$ cat src/pkg/pfs_pkg.sv
package pfs_pkg;

	// ==========================================
	// register indices (byte address = 4 * index)
	localparam logic [31:0] IDX_PIN_MODE_CTRL  = 32'hfffff44a;
	localparam logic [31:0] IDX_FUNC_SELECT    = 32'hfffff46a;
	localparam logic [31:0] IDX_FUNC_EXT_SEL   = 32'hfffff70a;
	localparam logic [31:0] IDX_PORT5_OUT_TYPE = 32'h0ffffc6a;
	localparam logic [31:0] IDX_PORT5_DIR      = 32'hfffff42a;
	localparam logic [31:0] IDX_PORT5_LATCH    = 32'hfffff40a;
	localparam logic [31:0] IDX_ANALOG_LATCH_L = 32'hfffff40e;
	localparam logic [31:0] IDX_ANALOG_LATCH_H = 32'hfffff40f;
	localparam logic [31:0] IDX_ANALOG_DIR_L   = 32'hfffff42e;
	localparam logic [31:0] IDX_ANALOG_DIR_H   = 32'hfffff42f;
	localparam logic [31:0] IDX_PIN_STATUS     = 32'hfffff500;

	// ==========================================
	// widths and field positions
	localparam int P5_PINS      = 6;
	localparam int P7_PINS      = 10;
	localparam int P7_HIGH_PINS = 2;
	localparam int STAT_LVL_LSB = 0;
	localparam int STAT_BAD_LSB = 8;

	// ==========================================
	// reset values
	localparam logic [5:0] RST_PIN_MODE_CTRL  = 6'h00;
	localparam logic [5:0] RST_FUNC_SELECT    = 6'h00;
	localparam logic [5:0] RST_FUNC_EXT_SEL   = 6'h00;
	localparam logic [5:0] RST_PORT5_OUT_TYPE = 6'h00;
	localparam logic [5:0] RST_PORT5_DIR      = 6'h3f;
	localparam logic [5:0] RST_PORT5_LATCH    = 6'h00;
	localparam logic [7:0] RST_ANALOG_LATCH_L = 8'h00;
	localparam logic [1:0] RST_ANALOG_LATCH_H = 2'h0;
	localparam logic [7:0] RST_ANALOG_DIR_L   = 8'hff;
	localparam logic [1:0] RST_ANALOG_DIR_H   = 2'h3;

	// ==========================================
	// function select codes {ext, sel}
	typedef enum logic [1:0] {
		PFS_CODE_00 = 2'h0,
		PFS_CODE_01 = 2'h1,
		PFS_CODE_10 = 2'h2,
		PFS_CODE_11 = 2'h3
	} pfs_code_t;

	// prohibited-code masks, bit k set = code k prohibited
	localparam logic [3:0] BAD_PIN55 = 4'h4;
	localparam logic [3:0] BAD_PIN54 = 4'h4;
	localparam logic [3:0] BAD_PIN53 = 4'h0;
	localparam logic [3:0] BAD_LOW3  = 4'h1;

	function automatic logic pfs_hit(input logic [31:0] addr,
		input logic [31:0] idx);
		pfs_hit = (addr[31:2] == idx[29:0]) && (addr[1:0] == 2'h0);
	endfunction

endpackage

$ cat src/hw/pfs_pin_mux.sv
`timescale 1ns/10ps
module pfs_pin_mux (
	// selection
	input  wire logic       mode_alt,
	input  wire logic [1:0] code,
	input  wire logic [3:0] bad_mask,
	input  wire logic       open_drain,
	// port mode
	input  wire logic       dir_in,
	input  wire logic       latch,
	// alternate drivers indexed by code
	input  wire logic [3:0] alt_data,
	input  wire logic [3:0] alt_en,
	// result
	output logic            pin_data,
	output logic            pin_drive,
	output logic [3:0]      func_active,
	output logic            bad_code
);
	logic legal;
	logic raw_data;
	logic raw_en;

	assign bad_code = mode_alt & bad_mask[code];
	assign legal    = ~bad_mask[code];
	// prohibited code: no driver, pin stays a plain input
	assign raw_en   = mode_alt ? (alt_en[code] & legal) : ~dir_in;
	assign raw_data = mode_alt ? alt_data[code] : latch;
	// one-hot of the alternate function in use
	assign func_active = (mode_alt & legal) ? (4'h1 << code) : 4'h0;
	// open-drain only pulls low, never drives high
	assign pin_drive = open_drain ? (raw_en & ~raw_data) : raw_en;
	assign pin_data  = open_drain ? 1'b0 : raw_data;

endmodule

$ cat src/hw/pfs_port_ctrl.sv
// The implementer's own choice: the APB interface to the registers.
`timescale 1ns/10ps
module pfs_port_ctrl (
	// clock and reset
	input  wire logic        clock,
	input  wire logic        rst,
	// apb slave
	input  wire logic        psel,
	input  wire logic        penable,
	input  wire logic        pwrite,
	input  wire logic [31:0] paddr,
	input  wire logic [31:0] pwdata,
	input  wire logic [3:0]  pstrb,
	output logic      [31:0] prdata,
	output logic             pready,
	output logic             pslverr,
	// port 5 pins
	input  wire logic [5:0]  p5_pin_in,
	output logic      [5:0]  p5_pin_out,
	output logic      [5:0]  p5_pin_oe,
	// analog-shared port pins
	input  wire logic [9:0]  p7_pin_in,
	output logic      [9:0]  p7_pin_out,
	output logic      [9:0]  p7_pin_oe,
	// serial unit
	input  wire logic        serial_clock_line_out,
	input  wire logic        serial_clock_line_oe,
	output logic             serial_clock_line_in,
	input  wire logic        serial_out_line,
	output logic             serial_in_line,
	// key return, timer, realtime
	output logic      [5:0]  key_return_input,
	output logic      [3:0]  timer_capture_input,
	input  wire logic [3:0]  timer_output,
	input  wire logic [5:0]  realtime_output,
	// analog converter side
	output logic      [9:0]  analog_channel_input
);
	// ==========================================
	// registers
	logic [5:0] pin_mode_ctrl_r;
	logic [5:0] func_select_r;
	logic [5:0] func_ext_select_r;
	logic [5:0] output_type_r;
	logic [5:0] p5_dir_r;
	logic [5:0] p5_latch_r;
	logic [7:0] latch_low_r;
	logic [1:0] latch_high_r;
	logic [7:0] dir_low_r;
	logic [1:0] dir_high_r;
	logic       pready_r;
	logic       pslverr_r;
	logic [31:0] prdata_r;
	logic [5:0] p5_out_r;
	logic [5:0] p5_oe_r;
	logic [9:0] p7_out_r;
	logic [9:0] p7_oe_r;
	logic       sck_in_r;
	logic       sin_r;
	logic [5:0] key_r;
	logic [3:0] cap_r;
	logic [9:0] ana_r;

	// ==========================================
	// bus decode
	wire logic access   = psel & penable;
	wire logic take     = access & pready_r;
	wire logic wr_take  = take & pwrite & pstrb[0];
	wire logic h_pmc    = pfs_pkg::pfs_hit(paddr, pfs_pkg::IDX_PIN_MODE_CTRL);
	wire logic h_pfc    = pfs_pkg::pfs_hit(paddr, pfs_pkg::IDX_FUNC_SELECT);
	wire logic h_pfce   = pfs_pkg::pfs_hit(paddr, pfs_pkg::IDX_FUNC_EXT_SEL);
	wire logic h_type   = pfs_pkg::pfs_hit(paddr, pfs_pkg::IDX_PORT5_OUT_TYPE);
	wire logic h_p5dir  = pfs_pkg::pfs_hit(paddr, pfs_pkg::IDX_PORT5_DIR);
	wire logic h_p5lat  = pfs_pkg::pfs_hit(paddr, pfs_pkg::IDX_PORT5_LATCH);
	wire logic h_lat_l  = pfs_pkg::pfs_hit(paddr, pfs_pkg::IDX_ANALOG_LATCH_L);
	wire logic h_lat_h  = pfs_pkg::pfs_hit(paddr, pfs_pkg::IDX_ANALOG_LATCH_H);
	wire logic h_dir_l  = pfs_pkg::pfs_hit(paddr, pfs_pkg::IDX_ANALOG_DIR_L);
	wire logic h_dir_h  = pfs_pkg::pfs_hit(paddr, pfs_pkg::IDX_ANALOG_DIR_H);
	wire logic h_stat   = pfs_pkg::pfs_hit(paddr, pfs_pkg::IDX_PIN_STATUS);
	wire logic any_hit  = h_pmc | h_pfc | h_pfce | h_type | h_p5dir | h_p5lat
		| h_lat_l | h_lat_h | h_dir_l | h_dir_h | h_stat;

	// ==========================================
	// port 5 per-pin selection
	wire logic [5:0]  p5_data;
	wire logic [5:0]  p5_drive;
	wire logic [5:0]  p5_bad;
	wire logic [23:0] p5_act;
	wire logic [23:0] alt_d;
	wire logic [23:0] alt_e;
	wire logic [23:0] bad_m;

	// code order {11,10,01,00}; inputs carry no driver
	assign alt_d[3:0]   = {realtime_output[0], timer_output[1], 2'h0};
	assign alt_e[3:0]   = 4'hc;
	assign alt_d[7:4]   = {realtime_output[1], timer_output[2], 2'h0};
	assign alt_e[7:4]   = 4'hc;
	// timer 03 code drives the timer output although shown as input
	assign alt_d[11:8]  = {realtime_output[2], timer_output[3], 2'h0};
	assign alt_e[11:8]  = 4'hc;
	assign alt_d[15:12] = {realtime_output[3], timer_output[0], 2'h0};
	assign alt_e[15:12] = 4'hc;
	assign alt_d[19:16] = {realtime_output[4], 2'h0, serial_out_line};
	assign alt_e[19:16] = 4'h9;
	assign alt_d[23:20] = {realtime_output[5], 2'h0,
		serial_clock_line_out};
	assign alt_e[23:20] = {1'b1, 2'h0, serial_clock_line_oe};
	assign bad_m = {pfs_pkg::BAD_PIN55, pfs_pkg::BAD_PIN54,
		pfs_pkg::BAD_PIN53, pfs_pkg::BAD_LOW3, pfs_pkg::BAD_LOW3,
		pfs_pkg::BAD_LOW3};

	genvar gi;
	generate
		for (gi = 0; gi < pfs_pkg::P5_PINS; gi++) begin : g_pin
			pfs_pin_mux u_mux (
				.mode_alt    (pin_mode_ctrl_r[gi]),
				.code        ({func_ext_select_r[gi], func_select_r[gi]}),
				.bad_mask    (bad_m[gi*4 +: 4]),
				.open_drain  (output_type_r[gi]),
				.dir_in      (p5_dir_r[gi]),
				.latch       (p5_latch_r[gi]),
				.alt_data    (alt_d[gi*4 +: 4]),
				.alt_en      (alt_e[gi*4 +: 4]),
				.pin_data    (p5_data[gi]),
				.pin_drive   (p5_drive[gi]),
				.func_active (p5_act[gi*4 +: 4]),
				.bad_code    (p5_bad[gi])
			);
		end
	endgenerate

	// ==========================================
	// alternate inputs routed back to peripherals
	wire logic [5:0] key_nxt;
	wire logic [3:0] cap_nxt;
	wire logic       sck_nxt;
	wire logic       sin_nxt;

	// key-return and capture share code 01; the peer keeps one disabled
	genvar gk;
	generate
		for (gk = 0; gk < pfs_pkg::P5_PINS; gk++) begin : g_key
			assign key_nxt[gk] = p5_act[gk*4 + 1] ? p5_pin_in[gk] : 1'b1;
		end
	endgenerate
	assign cap_nxt[0] = p5_act[13] & p5_pin_in[3];
	assign cap_nxt[1] = p5_act[1]  & p5_pin_in[0];
	assign cap_nxt[2] = p5_act[5]  & p5_pin_in[1];
	assign cap_nxt[3] = p5_act[9]  & p5_pin_in[2];
	assign sin_nxt    = p5_act[12] & p5_pin_in[3];
	assign sck_nxt    = p5_act[20] ? p5_pin_in[5] : 1'b1;

	// ==========================================
	// analog-shared port
	wire logic [9:0] p7_latch = {latch_high_r, latch_low_r};
	wire logic [9:0] p7_dir   = {dir_high_r, dir_low_r};

	// ==========================================
	// read mux
	wire logic [31:0] stat_word = ({26'h0, p5_pin_in}
		<< pfs_pkg::STAT_LVL_LSB) | ({26'h0, p5_bad}
		<< pfs_pkg::STAT_BAD_LSB);
	wire logic [31:0] rd_word =
		h_pmc   ? {26'h0, pin_mode_ctrl_r} :
		h_pfc   ? {26'h0, func_select_r} :
		h_pfce  ? {26'h0, func_ext_select_r} :
		h_type  ? {26'h0, output_type_r} :
		h_p5dir ? {26'h0, p5_dir_r} :
		h_p5lat ? {26'h0, p5_latch_r} :
		h_lat_l ? {24'h0, latch_low_r} :
		h_lat_h ? {30'h0, latch_high_r} :
		h_dir_l ? {24'h0, dir_low_r} :
		h_dir_h ? {24'h0, 6'h3f, dir_high_r} :
		h_stat  ? stat_word : 32'h0;

	// ==========================================
	// bus handshake: one wait state, then answer
	always_ff @(posedge clock) begin
		if (rst) begin
			pready_r  <= 1'b0;
			pslverr_r <= 1'b0;
			prdata_r  <= 32'h0;
		end else begin
			pready_r  <= access & ~pready_r;
			pslverr_r <= access & ~pready_r & ~any_hit;
			prdata_r  <= (access & ~pready_r & ~pwrite) ? rd_word : 32'h0;
		end
	end

	// ==========================================
	// register writes
	always_ff @(posedge clock) begin
		if (rst) begin
			pin_mode_ctrl_r   <= pfs_pkg::RST_PIN_MODE_CTRL;
			func_select_r     <= pfs_pkg::RST_FUNC_SELECT;
			func_ext_select_r <= pfs_pkg::RST_FUNC_EXT_SEL;
			output_type_r     <= pfs_pkg::RST_PORT5_OUT_TYPE;
			p5_dir_r          <= pfs_pkg::RST_PORT5_DIR;
			p5_latch_r        <= pfs_pkg::RST_PORT5_LATCH;
		end else if (wr_take) begin
			if (h_pmc)
				pin_mode_ctrl_r <= pwdata[5:0];
			if (h_pfc)
				func_select_r <= pwdata[5:0];
			if (h_pfce)
				func_ext_select_r <= pwdata[5:0];
			// bits 6-7 not stored, read back as zero
			if (h_type)
				output_type_r <= pwdata[5:0];
			if (h_p5dir)
				p5_dir_r <= pwdata[5:0];
			if (h_p5lat)
				p5_latch_r <= pwdata[5:0];
		end
	end

	// each byte only through its own word
	always_ff @(posedge clock) begin
		if (rst) begin
			latch_low_r  <= pfs_pkg::RST_ANALOG_LATCH_L;
			latch_high_r <= pfs_pkg::RST_ANALOG_LATCH_H;
			dir_low_r    <= pfs_pkg::RST_ANALOG_DIR_L;
			dir_high_r   <= pfs_pkg::RST_ANALOG_DIR_H;
		end else if (wr_take) begin
			if (h_lat_l)
				latch_low_r <= pwdata[7:0];
			if (h_lat_h)
				latch_high_r <= pwdata[1:0];
			if (h_dir_l)
				dir_low_r <= pwdata[7:0];
			if (h_dir_h)
				dir_high_r <= pwdata[1:0];
		end
	end

	// ==========================================
	// pin and peripheral outputs, all registered
	always_ff @(posedge clock) begin
		if (rst) begin
			p5_out_r <= 6'h0;
			p5_oe_r  <= 6'h0;
			p7_out_r <= 10'h0;
			p7_oe_r  <= 10'h0;
			sck_in_r <= 1'b1;
			sin_r    <= 1'b0;
			key_r    <= 6'h3f;
			cap_r    <= 4'h0;
			ana_r    <= 10'h0;
		end else begin
			p5_out_r <= p5_data;
			p5_oe_r  <= p5_drive;
			p7_out_r <= p7_latch;
			p7_oe_r  <= ~p7_dir;
			sck_in_r <= sck_nxt;
			sin_r    <= sin_nxt;
			key_r    <= key_nxt;
			cap_r    <= cap_nxt;
			// channel n sees pin n; valid once set to input
			ana_r    <= p7_pin_in & p7_dir;
		end
	end

	assign prdata               = prdata_r;
	assign pready               = pready_r;
	assign pslverr              = pslverr_r;
	assign p5_pin_out           = p5_out_r;
	assign p5_pin_oe            = p5_oe_r;
	assign p7_pin_out           = p7_out_r;
	assign p7_pin_oe            = p7_oe_r;
	assign serial_clock_line_in = sck_in_r;
	assign serial_in_line       = sin_r;
	assign key_return_input     = key_r;
	assign timer_capture_input  = cap_r;
	assign analog_channel_input = ana_r;

endmodule

$ cat config.mk
export PLATFORM = sky130hd
export DESIGN_NAME = pfs_port_ctrl
export DESIGN_NICKNAME = d
export VERILOG_FILES = /design/src/pkg/pfs_pkg.sv /design/src/hw/pfs_pin_mux.sv /design/src/hw/pfs_port_ctrl.sv
export SDC_FILE = /design/constraint.sdc
export NUM_CORES = 1
export LEC_CHECK = 0
export BUFFER_PORTS_ARGS = -buffer_cell sky130_fd_sc_hd__buf_2
export CAP_MARGIN = 20
export CORE_MARGIN = 3
export CORE_UTILIZATION = 37
export CTS_CLUSTER_DIAMETER = 30
export DETAILED_ROUTE_END_ITERATION = 10
export SYNTH_ARGS = -nofsm -noshare
export SYNTH_HDL_FRONTEND = slang
export SYNTH_HIERARCHICAL = 1
export SYNTH_SLANG_ARGS = --single-unit
$ cat constraint.sdc
create_clock -name clock -period 2.3 [get_ports clock]
set_input_delay 0.69 -clock clock [delete_from_list [all_inputs] [get_ports clock]]
set_output_delay 0.69 -clock clock [all_outputs]
set_load 0.01 [all_outputs]
* Word-level counts from Yosys, hierarchy flattened
Index checks and enable logic that the tools add are counted.
** Word-level totals
- Bits of input ports :: 102
- Logic and storage cells :: 245
- Register bits after elaboration :: 126
** Operators by class
- Shift operators :: 6
- Magnitude comparators :: 6
- Eq/ne operators :: 11
- Reductions and logical operators :: 38
- Bitwise gates (word level) :: 79
- Mux-type cells :: 71
** Operator list (number)
- == test 30 bit, second input constant :: 10
- 2-to-1 mux 8 bit :: 5
- bitwise AND 1 bit :: 36
- binary-select mux 1 bit (select 2 bit) :: 18
- 2-to-1 mux 1 bit :: 36
- 2-to-1 mux 6 bit :: 6
- == test 30 x 28 -> 1 bit, second input constant :: 1
- NOT 1 bit :: 30
- OR reduction 2 bit :: 14
- AND reduction 2 bit :: 10
- < comparator 2 x 3 -> 1 bit, second input constant :: 6
- OR 6 x 14 -> 14 bit :: 1
- OR reduction 13 bit :: 1
- 2-to-1 mux 2 bit :: 6
- left shift 1 x 2 -> 2 bit, first input constant :: 6
- logical AND 1 bit :: 11
- bitwise AND 10 bit :: 1
- NOT 10 bit :: 1
- OR 1 bit :: 10
- OR reduction 8 bit :: 1
- logical NOT 2 bit :: 1

* Depth between registers and ports, before layout
Gate-level depths: netlist (run 1).
- Word-level depth :: 15
- Mapped depth :: 9
- Mapped depth without buffers :: 6

* Hierarchy
Netlist (run 1), hierarchy kept.
** Modules (own cells, without submodules)
- pfs_port_ctrl :: cells each 584, instances 1, sequential area each 2522.4 um^2, area each 5358.9 um^2
- pfs_pin_mux :: cells each 23, instances 6, sequential area each 0.0 um^2, area each 176.4 um^2

* Worst setup path before layout (run 1)
OpenSTA, ideal clock, no wires.
- Path type :: input to register
- Start point :: input port paddr[0]
- End point :: register p5_latch_r[5]
- Path buffers :: 2
- Setup time :: 0.128 ns
- Path slack :: -0.101 ns
- Stages on the path :: 8
- Arrival time :: 2.273 ns
- Path through :: nand4bb_4 -> nor4_4 -> buf_6 -> nand2_1 -> or3_1 -> buf_2 -> mux2i_1 -> nor2_1
** Between the ends
- Word-level cells in the longest chain between the ends :: 3
** Ends and longest elaborated chain
- from (decl) :: RTL line pfs_port_ctrl.sv:11 : input wire logic [31:0] paddr,
- logical NOT 2 bit :: RTL line pfs_pkg.sv:55 : pfs_hit = (addr[31:2] == idx[29:0]) && (addr[1:0] == 2'h0);
- logical AND 1 bit :: RTL line pfs_pkg.sv:55
- AND reduction 2 bit (no source line)
- to (signal assigned) :: RTL line pfs_port_ctrl.sv:199 : p5_latch_r <= pfs_pkg::RST_PORT5_LATCH;
- to (signal assigned) :: RTL line pfs_port_ctrl.sv:213 : p5_latch_r <= pwdata[5:0];
- to (decl) :: RTL line pfs_port_ctrl.sv:46 : logic [5:0] p5_latch_r;
No other way between the ends.
A chain may end at the register's enable or synchronous reset.

* Worst setup path after layout (run 1)
- Start point :: input port paddr[0]
- End point :: register prdata_r[1], in the netlist prdata[1]
** Between the ends
- Word-level cells in the longest chain between the ends :: 13
** Ends and longest elaborated chain
- logical NOT 2 bit * :: RTL line pfs_pkg.sv:55
- logical AND 1 bit :: RTL line pfs_pkg.sv:55
- 2-to-1 mux 8 bit :: RTL line pfs_port_ctrl.sv:174 : h_stat ? stat_word : 32'h0;
- 2-to-1 mux 8 bit :: RTL line pfs_port_ctrl.sv:173 : h_dir_h ? {24'h0, 6'h3f, dir_high_r} :
- 2-to-1 mux 8 bit :: RTL line pfs_port_ctrl.sv:172 : h_dir_l ? {24'h0, dir_low_r} :
- 2-to-1 mux 8 bit :: RTL line pfs_port_ctrl.sv:171 : h_lat_h ? {30'h0, latch_high_r} :
- 2-to-1 mux 8 bit :: RTL line pfs_port_ctrl.sv:170 : h_lat_l ? {24'h0, latch_low_r} :
- 2-to-1 mux 6 bit :: RTL line pfs_port_ctrl.sv:169 : h_p5lat ? {26'h0, p5_latch_r} :
- 2-to-1 mux 6 bit :: RTL line pfs_port_ctrl.sv:168 : h_p5dir ? {26'h0, p5_dir_r} :
- 2-to-1 mux 6 bit :: RTL line pfs_port_ctrl.sv:167 : h_type ? {26'h0, output_type_r} :
- 2-to-1 mux 6 bit :: RTL line pfs_port_ctrl.sv:166 : h_pfce ? {26'h0, func_ext_select_r} :
- 2-to-1 mux 6 bit :: RTL line pfs_port_ctrl.sv:165 : h_pfc ? {26'h0, func_select_r} :
- 2-to-1 mux 6 bit * :: RTL line pfs_port_ctrl.sv:164 : h_pmc ? {26'h0, pin_mode_ctrl_r} :
- to (signal assigned) :: RTL line pfs_port_ctrl.sv:186 : prdata_r <= (access & ~pready_r & ~pwrite) ? rd_word : 32'h0;
- to (decl) :: RTL line pfs_port_ctrl.sv:53 : logic [31:0] prdata_r;
Every way passes the cells marked *; elsewhere a longest branch is shown, timed or not.

==> tab_implementation.tex, run 1 <==
\begin{tabular}{lr}
\hline
Metric & Value \\
\hline
\multicolumn{2}{l}{\textbf{Place}} \\
Last weighted congestion value of the routability-driven placer & 0.9242 \\
Post-Place Worst Slack & -0.2830 ns \\
DPL Wire Length & 14.18 mm \\
Total placed cells including tap cells & 1183 \\
Port-buffer cells & 144 \\
\multicolumn{2}{l}{\textbf{Floorplan}} \\
Initial Utilization & 37.90\% \\
Placement row count & 47 \\
Horizontal die dimension & 136.6 um \\
Die outline height & 136.6 um \\
Total Die Area & 18650 um\^{}2 \\
Boundary Pins & 190 \\
Area of the core & 16640 um\^{}2 \\
\multicolumn{2}{l}{\textbf{Worst setup path}} \\
Crit. End Element & register \\
Critical path class & in -> reg \\
Nature of the critical path startpoint & input pin \\
Register-to-register setup slack & 0.51 ns \\
Critical Path RT & 2.67 ns \\
Delay of the slowest critical-path stage & 0.47 ns \\
Reg-to-reg endpoint & pin\_mode\_ctrl\_r[3] \\
Worst reg2reg startpoint & pready \\
Cell with the largest stage delay on the worst path & sky130\_fd\_sc\_hd\_\_or4b\_1 \\
CP Max Fanout & 10 \\
Arrival time reported for the critical path endpoint & 2.53 ns \\
Cell-by-cell listing of the critical path & buf\_2 > nand4bb\_4 > nor4\_4 > buf\_12 > nand2\_1 > buf\_4 > or4b\_1 > o2111ai\_1 > a21o\_1 \\
Path depth of the worst reg2reg path & 7 \\
\multicolumn{2}{l}{\textbf{Power and ir drop}} \\
IR Drop Worst-Case VDD & 0.5169 mV \\
Leakage power total & 0.003778 uW \\
Power density over the cells & 629.1 nW/um\^{}2 \\
\multicolumn{2}{l}{\textbf{Logic synthesis}} \\
Synth Instances & 706 \\
Warning count from the yosys run & 6 \\
Mean area per synthesized cell & 8.934 um\^{}2 \\
Synth Cell Area & 6307 um\^{}2 \\
\multicolumn{2}{l}{\textbf{STA}} \\
Clock period minus worst slack & 2.158 ns \\
Setup violations, final & 0 \\
Post-Route Skew & 0.009945 ns \\
Slew Limit Headroom & 65.10\% \\
Highest Clock Rate & 0.4635 GHz \\
Final Max Slew Viols & 0 \\
Number of hold-slack violations in the final timing report & 0 \\
Slack of the critical path & 0.1425 ns \\
Unrepaired setup endpoints after global routing & false \\
Tightest Pin Transition & 0.5235 ns \\
Fraction of the cycle the final worst path needs & 93.81\% \\
\multicolumn{2}{l}{\textbf{Routing}} \\
Met3 wire length & 1.270 mm \\
Antenna-violating nets left & 0 \\
Total wirelength of the detailed-routed design & 18.57 mm \\
Vias after detailed routing & 6006 \\
Avg WL per Cell & 15.28 um \\
Top layer used by detailed routing & met4 \\
Routed metal-1 wirelength & 8.348 mm \\
Residual DRC & 0 \\
Amount of wire on met2 after detailed routing & 8.658 mm \\
Vias per cell & 4.943 \\
Drt first pass iters & 5 \\
Initial DRC Count & 462 \\
\multicolumn{2}{l}{\textbf{Clocking}} \\
Clock root buffer master & sky130\_fd\_sc\_hd\_\_clkbuf\_16 \\
TritonCTS clock tree & built \\
Cells resized by post-CTS repair & 0 \\
Clock transition at the registers of the reported paths & 0.06 ns \\
Clock latency on the worst-skew pair & 0.42 ns \\
H-tree levels & 4 \\
Number of clock buffers inserted by TritonCTS & 17 \\
Largest buffer count on any clock path & 2 \\
Sinks on Clock Net & 126 \\
Post-CTS Hold Fix Bufs & 0 \\
Setup Buffers After CTS & 0 \\
\multicolumn{2}{l}{\textbf{Global route}} \\
Global-route wire length before repair & 29.01 mm \\
Maximum number of pins on one net before global-route repair & 89 \\
GR Overflow Total & 0 \\
Vias in the first global route & 5586 \\
Initial antenna violation count & 0 \\
Combined global-route utilization of all metal layers & 20.12\% \\
\multicolumn{2}{l}{\textbf{Cells and area}} \\
Number of fillers in the final layout & 1598 \\
\# nets final & 1084 \\
P\&R area growth vs syn & 37.10\% \\
Fraction of final layout cells with drive strength greater than 1 & 30.65\% \\
Multi-input gate area in the final layout & 3702 um\^{}2 \\
Diode insertion count for antenna repair & 0 \\
Finished Layout Cells & 1215 \\
Sequential standard cell area & 2522 um\^{}2 \\
Leading cell type in the layout, fill and taps excluded & sky130\_fd\_sc\_hd\_\_buf\_2 \\
Commonest cells after routing, fill and taps aside & 144 x sky130\_fd\_sc\_hd\_\_buf\_2, 126 x sky130\_fd\_sc\_hd\_\_dfxtp\_1, 85 x sky130\_fd\_sc\_hd\_\_conb\_1, 85 x sky130\_fd\_sc\_hd\_\_buf\_4, 74 x sky130\_fd\_sc\_hd\_\_nand2\_1 \\
\multicolumn{2}{l}{\textbf{Worst hold path}} \\
Cell depth of the worst hold path & 1 \\
Type of the tightest min-delay check & reg -> reg \\
Worst min-delay path startpoint & dir\_high\_r[1] \\
Worst Hold Path EP & p7\_pin\_oe[9] \\
\multicolumn{2}{l}{\textbf{Run}} \\
Max-capacitance violation count & 0 \\
\multicolumn{2}{l}{\textbf{Run status}} \\
Run status & finished clean \\
\hline
\end{tabular}
## per-stage QoR
step           hold WS, ns  setup TNS, ns  instance area (um^2)  power (uW)  util (%)
6_report            0.4094              0                  8647        5440     51.96
5_1_grt             0.4324              0                  8647        5631     51.96
4_1_cts             0.4125              0                  8646        5490     51.95
3_5_place_dp        0.4102         -10.96                  8003        2570     48.09
3_3_place_gp        0.4062         -9.777                  8003        2567     48.09
2_1_floorplan       0.3925         -1.998                  6649        2428         -
## cell type report
class / instances / area share (%)
Multi-Input combinational cell: 591 / 42.82
Timing Repair Buffer: 234 / 16.87
Tap cell: 220 / 3.183
Inverter: 12 / 0.5209
Sequential cell: 126 / 29.17
Clock inverter: 14 / 2.359
Clock buffer: 18 / 5.079
## worst max-delay path by stage
stage / slack [ns] / to / start / depth (start not counted)
CTS: 0.15 / prdata[1] / paddr[0] / 9
global route: 0.03 / dir_low_r[4] / paddr[29] / 10
global placement: -0.28 / prdata[0] / paddr[5] / 7
floorplan: -0.09 / pin_mode_ctrl_r[0] / paddr[0] / 7
detailed placement: -0.28 / prdata[1] / paddr[0] / 9
finish: 0.14 / prdata[1] / paddr[0] / 9
## metal layers
| metal | GRT usage [%] | vias to the layer above |
|---|---|---|
| li1 | - | 2997 |
| met1 | 27.01 | 2776 |
| met2 | 31.90 | 206 |
| met3 | 4.706 | 27 |
| met4 | 6.663 | 0 |
| met5 | 0 | - |
## state kept, by name (all words and copies together), names as in the netlist, 8 cells and up
name and cells:
p7_pin_oe 10, analog_channel_input 10, prdata 14, dir_low_r 8
p7_pin_out 10, latch_low_r 8
## critical path: cells and delay by family
| family | cells | cell delay [ns] |
|---|---|---|
| AO/OA/AOI/OAI | 2 | 0.32 |
| buffers and inverters | 3 | 0.42 |
| AND/OR/NAND/NOR | 4 | 1.09 |
## power by group
group	leakage, uW	internal [uW]	switching [uW]	total, uW
Combinational	0.00244	135	193	328
Clock	0.000316	1860	1050	2910
Sequential	0.00102	2190	2.99	2200
Note: power is estimated with default switching activity, not from simulation.
==> run 2, diff against run 1 <==
--- a/config.mk
+++ b/config.mk
@@ -8,9 +8,10 @@
 export BUFFER_PORTS_ARGS = -buffer_cell sky130_fd_sc_hd__buf_2
 export CAP_MARGIN = 20
 export CORE_MARGIN = 3
-export CORE_UTILIZATION = 37
+export CORE_UTILIZATION = 45
 export CTS_CLUSTER_DIAMETER = 30
 export DETAILED_ROUTE_END_ITERATION = 10
+export PLACE_DENSITY = 0.74
 export SYNTH_ARGS = -nofsm -noshare
 export SYNTH_HDL_FRONTEND = slang
 export SYNTH_HIERARCHICAL = 1
==> tab_implementation.tex, run 2 (synthesized netlist as in run 1, its figures left out) <==
\begin{tabular}{lr}
\hline
Metric & Value \\
\hline
\multicolumn{2}{l}{\textbf{Run status}} \\
Run status & finished clean (unchanged) \\
\multicolumn{2}{l}{\textbf{Place}} \\
DPL Wire Length & 13.51 mm (was 14.18 mm) \\
Cell area reported after detailed placement & 7913 um\^{}2 (was 8003 um\^{}2) \\
Post-Place Worst Slack & -0.2677 ns (was -0.2830 ns) \\
Last weighted congestion value of the routability-driven placer & 0.9574 (was 0.9242) \\
Total placed cells including tap cells & 1136 (was 1183) \\
Port-buffer cells & 144 (unchanged) \\
\multicolumn{2}{l}{\textbf{Cells and area}} \\
Leading cell type in the layout, fill and taps excluded & sky130\_fd\_sc\_hd\_\_buf\_2 (unchanged) \\
Diode insertion count for antenna repair & 0 (unchanged) \\
P\&R area growth vs syn & 35.27\% (was 37.10\%) \\
Number of fillers in the final layout & 1137 (was 1598) \\
Final instance area & 8532 um\^{}2 (was 8647 um\^{}2) \\
Multi-input gate area in the final layout & 3701 um\^{}2 (was 3702 um\^{}2) \\
Fraction of final layout cells with drive strength greater than 1 & 30.34\% (was 30.65\%) \\
\# nets final & 1081 (was 1084) \\
Commonest cells after routing, fill and taps aside & 144 x sky130\_fd\_sc\_hd\_\_buf\_2, 126 x sky130\_fd\_sc\_hd\_\_dfxtp\_1, 85 x sky130\_fd\_sc\_hd\_\_conb\_1 (was 144 x sky130\_fd\_sc\_hd\_\_buf\_2, 126 x sky130\_fd\_sc\_hd\_\_dfxtp\_1, 85 x sky130\_fd\_sc\_hd\_\_conb\_1, 85 x sky130\_fd\_sc\_hd\_\_buf\_4, 74 x sky130\_fd\_sc\_hd\_\_nand2\_1) \\
Sequential standard cell area & 2522 um\^{}2 (unchanged) \\
Flip-flop count of the largest register after layout & 14 (unchanged) \\
Finished Layout Cells & 1168 (was 1215) \\
\multicolumn{2}{l}{\textbf{Floorplan}} \\
Area of the core & 13450 um\^{}2 (was 16640 um\^{}2) \\
Boundary Pins & 190 (unchanged) \\
Initial Utilization & 46.88\% (was 37.90\%) \\
Total Die Area & 15470 um\^{}2 (was 18650 um\^{}2) \\
Die outline height & 124.4 um (was 136.6 um) \\
Placement row count & 42 (was 47) \\
Horizontal die dimension & 124.4 um (was 136.6 um) \\
\multicolumn{2}{l}{\textbf{Power and ir drop}} \\
Leakage power total & 0.003742 uW (was 0.003778 uW) \\
Power density over the cells & 621.8 nW/um\^{}2 (was 629.1 nW/um\^{}2) \\
Switching share of power & 22.83\% (was 22.94\%) \\
Clock power share & 52.4\% (was 53.6\%) \\
IR Drop Worst-Case VDD & 0.4807 mV (was 0.5169 mV) \\
Comb pwr share & 6.2\% (was 6.0\%) \\
Int Pwr & 4094 uW (was 4192 uW) \\
Power dissipated by switching net loads & 1211 uW (was 1248 uW) \\
Sequential share of power & 41.4\% (was 40.4\%) \\
\multicolumn{2}{l}{\textbf{Worst hold path}} \\
Type of the tightest min-delay check & reg -> reg (unchanged) \\
Cell depth of the worst hold path & 1 (unchanged) \\
\multicolumn{2}{l}{\textbf{Routing}} \\
Antenna-violating nets left & 0 (unchanged) \\
Vias per cell & 5.211 (was 4.943) \\
Vias after detailed routing & 6086 (was 6006) \\
Drt first pass iters & 5 (unchanged) \\
Initial DRC Count & 533 (was 462) \\
Total wirelength of the detailed-routed design & 18.05 mm (was 18.57 mm) \\
Residual DRC & 0 (unchanged) \\
Avg WL per Cell & 15.45 um (was 15.28 um) \\
\multicolumn{2}{l}{\textbf{Worst setup path}} \\
Arrival time reported for the critical path endpoint & 2.48 ns (was 2.53 ns) \\
Crit. End Element & register (unchanged) \\
Path depth of the worst reg2reg path & 6 (was 7) \\
CP Max Fanout & 8 (was 10) \\
Nature of the critical path startpoint & input pin (unchanged) \\
Critical Path RT & 2.64 ns (was 2.67 ns) \\
Register-to-register setup slack & 0.57 ns (was 0.51 ns) \\
Critical path class & in -> reg (unchanged) \\
\multicolumn{2}{l}{\textbf{STA}} \\
Clock period minus worst slack & 2.131 ns (was 2.158 ns) \\
Hold Worst Slack & 0.4277 ns (was 0.4094 ns) \\
Post-route setup TNS & 0 ns (unchanged) \\
Setup violations, final & 0 (unchanged) \\
Fraction of the cycle the final worst path needs & 92.66\% (was 93.81\%) \\
Tightest Pin Transition & 0.5381 ns (was 0.5235 ns) \\
Highest Clock Rate & 0.4692 GHz (was 0.4635 GHz) \\
Slew Limit Headroom & 64.07\% (was 65.10\%) \\
Post-Route Skew & 0.008535 ns (was 0.009945 ns) \\
Final Max Slew Viols & 0 (unchanged) \\
Unrepaired setup endpoints after global routing & false (unchanged) \\
Number of hold-slack violations in the final timing report & 0 (unchanged) \\
Slack of the critical path & 0.1689 ns (was 0.1425 ns) \\
\multicolumn{2}{l}{\textbf{Clocking}} \\
Sinks on Clock Net & 126 (unchanged) \\
Post-CTS Hold Fix Bufs & 0 (unchanged) \\
Number of clock buffers inserted by TritonCTS & 17 (unchanged) \\
Clock latency on the worst-skew pair & 0.42 ns (about the same) \\
H-tree levels & 4 (unchanged) \\
Largest buffer count on any clock path & 2 (unchanged) \\
TritonCTS clock tree & built (unchanged) \\
Clock root buffer master & sky130\_fd\_sc\_hd\_\_clkbuf\_16 (unchanged) \\
Setup Buffers After CTS & 0 (unchanged) \\
Clock transition at the registers of the reported paths & 0.06 ns (about the same) \\
\multicolumn{2}{l}{\textbf{Global route}} \\
Initial antenna violation count & 0 (unchanged) \\
Global-route met1 utilization & 30.58\% (was 27.01\%) \\
Peak-usage layer in the global routing report & met2 (unchanged) \\
Global-route wire length before repair & 29.22 mm (was 29.01 mm) \\
Met2 layer usage reported by global route & 36.61\% (was 31.90\%) \\
Maximum number of pins on one net before global-route repair & 89 (unchanged) \\
GR Overflow Total & 0 (unchanged) \\
Vias in the first global route & 5835 (was 5586) \\
Combined global-route utilization of all metal layers & 23.14\% (was 20.12\%) \\
Met3 global-route usage & 5.103\% (was 4.706\%) \\
\multicolumn{2}{l}{\textbf{Run}} \\
Max-capacitance violation count & 0 (unchanged) \\
\hline
\end{tabular}
## run 2: cell types whose count changed in the layout (fill, tap and decap cells not counted), sizes merged
cell / before / now
buf: 234 / 231
bufinv: 4 / 3
clkbuf: 18 / 19
clkinvlp: 0 / 3
inv: 17 / 14
## run 2: worst paths after layout
path | from | end
min reg2reg | dir_high_r[1] | p7_pin_oe[9]
max | paddr[0] | latch_low_r[5]
min | dir_high_r[1] | p7_pin_oe[9]
max reg2reg | pready | prdata[3]
## run 2: power by group through the flow
| stage | registers, uW | logic, uW | clock network (uW) |
|---|---|---|---|
| after floorplan | 2250 | 178 | 0 |
| after global routing | 2200 | 364 | 2910 |
| final | 2200 | 330 | 2780 |
| after global placement | 2240 | 319 | 0 |
| after CTS | 2200 | 325 | 2810 |
| after detailed placement | 2240 | 324 | 0 |
## run 2: per-layer routing
layer,vias up,wire (um)
li1,2979,-
met1,2798,7841
met2,270,8329
met3,39,1336
met5,-,0
met4,0,537
## run 2: layout make-up
class,instances,area share [%]
multi-input cells,591,43.38
flip-flops and latches,126,29.56
repair buffers,231,16.73
clock buffers,19,5.309
well taps,176,2.581
clock inverters,13,1.906
inverters,12,0.5279
## run 2: critical path, cell delays in order
cell and delay (ns):
sky130_fd_sc_hd__buf_2 0.10, sky130_fd_sc_hd__nand4bb_4 0.23, sky130_fd_sc_hd__nor4_4 0.29, sky130_fd_sc_hd__buf_6 0.19, sky130_fd_sc_hd__nand2_1 0.08, sky130_fd_sc_hd__buf_4 0.14
sky130_fd_sc_hd__buf_4 0.13, sky130_fd_sc_hd__nor4_4 0.24, sky130_fd_sc_hd__buf_4 0.18, sky130_fd_sc_hd__nand2_1 0.05, sky130_fd_sc_hd__a21oi_1 0.15
## run 2: metrics by stage
step / total power [uW] / util (%)
floorplan: 2428 / -
global placement: 2563 / 58.82
detailed placement: 2568 / 58.82
CTS: 5329 / 63.39
global route: 5468 / 63.42
finish: 5305 / 63.42
## run 2: what timing repair did
action,in CTS,in global routing
endpoints found under the hold margin,0,0
resized for setup,0,1
setup endpoints to repair,0,1
==> run 3, diff against run 2 <==
--- a/config.mk
+++ b/config.mk
@@ -7,6 +7,7 @@
 export LEC_CHECK = 0
 export BUFFER_PORTS_ARGS = -buffer_cell sky130_fd_sc_hd__buf_2
 export CAP_MARGIN = 20
+export CORE_ASPECT_RATIO = 0.7
 export CORE_MARGIN = 3
 export CORE_UTILIZATION = 45
 export CTS_CLUSTER_DIAMETER = 30
==> tab_implementation.tex, run 3 (synthesized netlist as in run 1, its figures left out) <==
\begin{tabular}{lr}
\hline
Metric & Value \\
\hline
\multicolumn{2}{l}{\textbf{Place}} \\
Last weighted congestion value of the routability-driven placer & 0.9993 (was 0.9574) \\
Port-buffer cells & 144 (unchanged) \\
Cell area reported after detailed placement & 7909 um\^{}2 (was 7913 um\^{}2) \\
DPL Wire Length & 13.83 mm (was 13.51 mm) \\
\multicolumn{2}{l}{\textbf{Cells and area}} \\
P\&R area growth vs syn & 36.04\% (was 35.27\%) \\
Flip-flop count of the largest register after layout & 14 (unchanged) \\
Sequential standard cell area & 2522 um\^{}2 (unchanged) \\
Number of fillers in the final layout & 1153 (was 1137) \\
Commonest cells after routing, fill and taps aside & 145 x sky130\_fd\_sc\_hd\_\_buf\_2, 126 x sky130\_fd\_sc\_hd\_\_dfxtp\_1, 85 x sky130\_fd\_sc\_hd\_\_conb\_1 (was 144 x sky130\_fd\_sc\_hd\_\_buf\_2, 126 x sky130\_fd\_sc\_hd\_\_dfxtp\_1, 85 x sky130\_fd\_sc\_hd\_\_conb\_1) \\
Diode insertion count for antenna repair & 0 (unchanged) \\
Fraction of final layout cells with drive strength greater than 1 & 30.78\% (was 30.34\%) \\
Leading cell type in the layout, fill and taps excluded & sky130\_fd\_sc\_hd\_\_buf\_2 (unchanged) \\
\# nets final & 1081 (unchanged) \\
Multi-input gate area in the final layout & 3732 um\^{}2 (was 3701 um\^{}2) \\
Final instance area & 8581 um\^{}2 (was 8532 um\^{}2) \\
\multicolumn{2}{l}{\textbf{Power and ir drop}} \\
Power density over the cells & 619.2 nW/um\^{}2 (was 621.8 nW/um\^{}2) \\
IR Drop Worst-Case VDD & 0.4393 mV (was 0.4807 mV) \\
Overall power consumption & 5313 uW (was 5305 uW) \\
Leakage power total & 0.003760 uW (was 0.003742 uW) \\
\multicolumn{2}{l}{\textbf{Floorplan}} \\
Die outline height & 105.1 um (was 124.4 um) \\
Boundary Pins & 190 (unchanged) \\
Total Die Area & 15500 um\^{}2 (was 15470 um\^{}2) \\
Horizontal die dimension & 147.5 um (was 124.4 um) \\
Initial Utilization & 46.91\% (was 46.88\%) \\
Area of the core & 13440 um\^{}2 (was 13450 um\^{}2) \\
Placement row count & 35 (was 42) \\
\multicolumn{2}{l}{\textbf{Routing}} \\
Initial DRC Count & 613 (was 533) \\
Avg WL per Cell & 15.97 um (was 15.45 um) \\
Vias per cell & 5.292 (was 5.211) \\
Antenna-violating nets left & 0 (unchanged) \\
Vias after detailed routing & 6223 (was 6086) \\
Residual DRC & 0 (unchanged) \\
Drt first pass iters & 7 (was 5) \\
Total wirelength of the detailed-routed design & 18.78 mm (was 18.05 mm) \\
\multicolumn{2}{l}{\textbf{Global route}} \\
GR Overflow Total & 0 (unchanged) \\
Vias in the first global route & 5863 (was 5835) \\
Initial antenna violation count & 0 (unchanged) \\
Combined global-route utilization of all metal layers & 24.04\% (was 23.14\%) \\
Global-route wire length before repair & 30.03 mm (was 29.22 mm) \\
Maximum number of pins on one net before global-route repair & 89 (unchanged) \\
\multicolumn{2}{l}{\textbf{STA}} \\
Post-Route Skew & 0.006818 ns (was 0.008535 ns) \\
Final Max Slew Viols & 0 (unchanged) \\
Highest Clock Rate & 0.4395 GHz (was 0.4692 GHz) \\
Setup violations, final & 0 (unchanged) \\
Number of hold-slack violations in the final timing report & 0 (unchanged) \\
Tightest Pin Transition & 0.4991 ns (was 0.5381 ns) \\
Slew Limit Headroom & 66.68\% (was 64.07\%) \\
Fraction of the cycle the final worst path needs & 98.93\% (was 92.66\%) \\
Unrepaired setup endpoints after global routing & true (was false) \\
Clock period minus worst slack & 2.276 ns (was 2.131 ns) \\
\multicolumn{2}{l}{\textbf{Clocking}} \\
Sinks on Clock Net & 126 (unchanged) \\
Post-CTS Hold Fix Bufs & 0 (unchanged) \\
Clock latency on the worst-skew pair & 0.41 ns (was 0.42 ns) \\
Clock root buffer master & sky130\_fd\_sc\_hd\_\_clkbuf\_16 (unchanged) \\
Largest buffer count on any clock path & 2 (unchanged) \\
TritonCTS clock tree & built (unchanged) \\
H-tree levels & 4 (unchanged) \\
Clock transition at the registers of the reported paths & 0.05 ns (was 0.06 ns) \\
Number of clock buffers inserted by TritonCTS & 17 (unchanged) \\
\multicolumn{2}{l}{\textbf{Worst hold path}} \\
Type of the tightest min-delay check & reg -> reg (unchanged) \\
\multicolumn{2}{l}{\textbf{Worst setup path}} \\
Nature of the critical path startpoint & input pin (unchanged) \\
Critical path class & in -> reg (unchanged) \\
Arrival time reported for the critical path endpoint & 2.57 ns (was 2.48 ns) \\
Critical Path RT & 2.59 ns (was 2.64 ns) \\
Crit. End Element & register (unchanged) \\
CP Max Fanout & 5 (was 8) \\
\multicolumn{2}{l}{\textbf{Run}} \\
Max-capacitance violation count & 0 (unchanged) \\
\multicolumn{2}{l}{\textbf{Run status}} \\
Run status & finished clean (unchanged) \\
\hline
\end{tabular}
-- run 3: worst paths after layout --
kind | endpoint | startpoint | cells past startpoint | slack, ns
worst min register to register | p7_pin_oe[9] | dir_high_r[1] | 1 | 0.43
worst max-delay path | prdata[5] | paddr[11] | 8 | 0.02
worst min-delay path | p7_pin_oe[9] | dir_high_r[1] | 1 | 0.43
worst max register to register | func_select_r[3] | pready | 7 | 0.44
-- run 3: per-stage QoR --
step | worst slack (ns) | instances | setup TNS [ns] | hold WS, ns | util, %
global placement | -0.2836 | 1143 | -11.77 | 0.4188 | 58.83
floorplan | -0.09071 | 789 | -1.998 | 0.3925 | -
CTS | 0.08067 | 1174 | 0 | 0.4290 | 63.42
global route | -0.04529 | 1176 | -0.1675 | 0.4401 | 63.82
finish | 0.02450 | 1176 | 0 | 0.4288 | 63.82
detailed placement | -0.3158 | 1143 | -12.80 | 0.4245 | 58.83
-- run 3: cell type report --
type / count / share of cell area, %
clock inverters: 10 / 1.589
clock buffers: 21 / 5.599
multi-input cells: 591 / 43.50
flip-flops and latches: 126 / 29.40
repair buffers: 231 / 16.70
inverters: 12 / 0.5249
well taps: 185 / 2.698
-- run 3: routing by layer --
metal | part of all wire (%) | up-vias | track usage [%]
li1 | - | 2983 | -
met1 | 46 | 2886 | 34.29
met2 | 42 | 319 | 35.10
met3 | 10 | 35 | 7.152
met4 | 1.7 | 0 | 6.782
met5 | 0 | - | 0
-- run 3: critical path: stages --
cell	delay (ns)
sky130_fd_sc_hd__buf_2	0.10
sky130_fd_sc_hd__or2_2	0.32
sky130_fd_sc_hd__nor4_4	0.36
sky130_fd_sc_hd__buf_4	0.17
sky130_fd_sc_hd__buf_2	0.14
sky130_fd_sc_hd__and4_1	0.26
sky130_fd_sc_hd__nand2_1	0.16
sky130_fd_sc_hd__o221ai_1	0.34
-- run 3: report_power, final --
group	switching (uW)	internal [uW]	total, uW
registers	2.97	2190	2200
logic	197	136	333
clock network	975	1810	2780
-- run 3: what timing repair did --
item,in CTS,in global routing
gates resized for setup,0,9
setup buffers,0,1
setup endpoints to repair,0,8
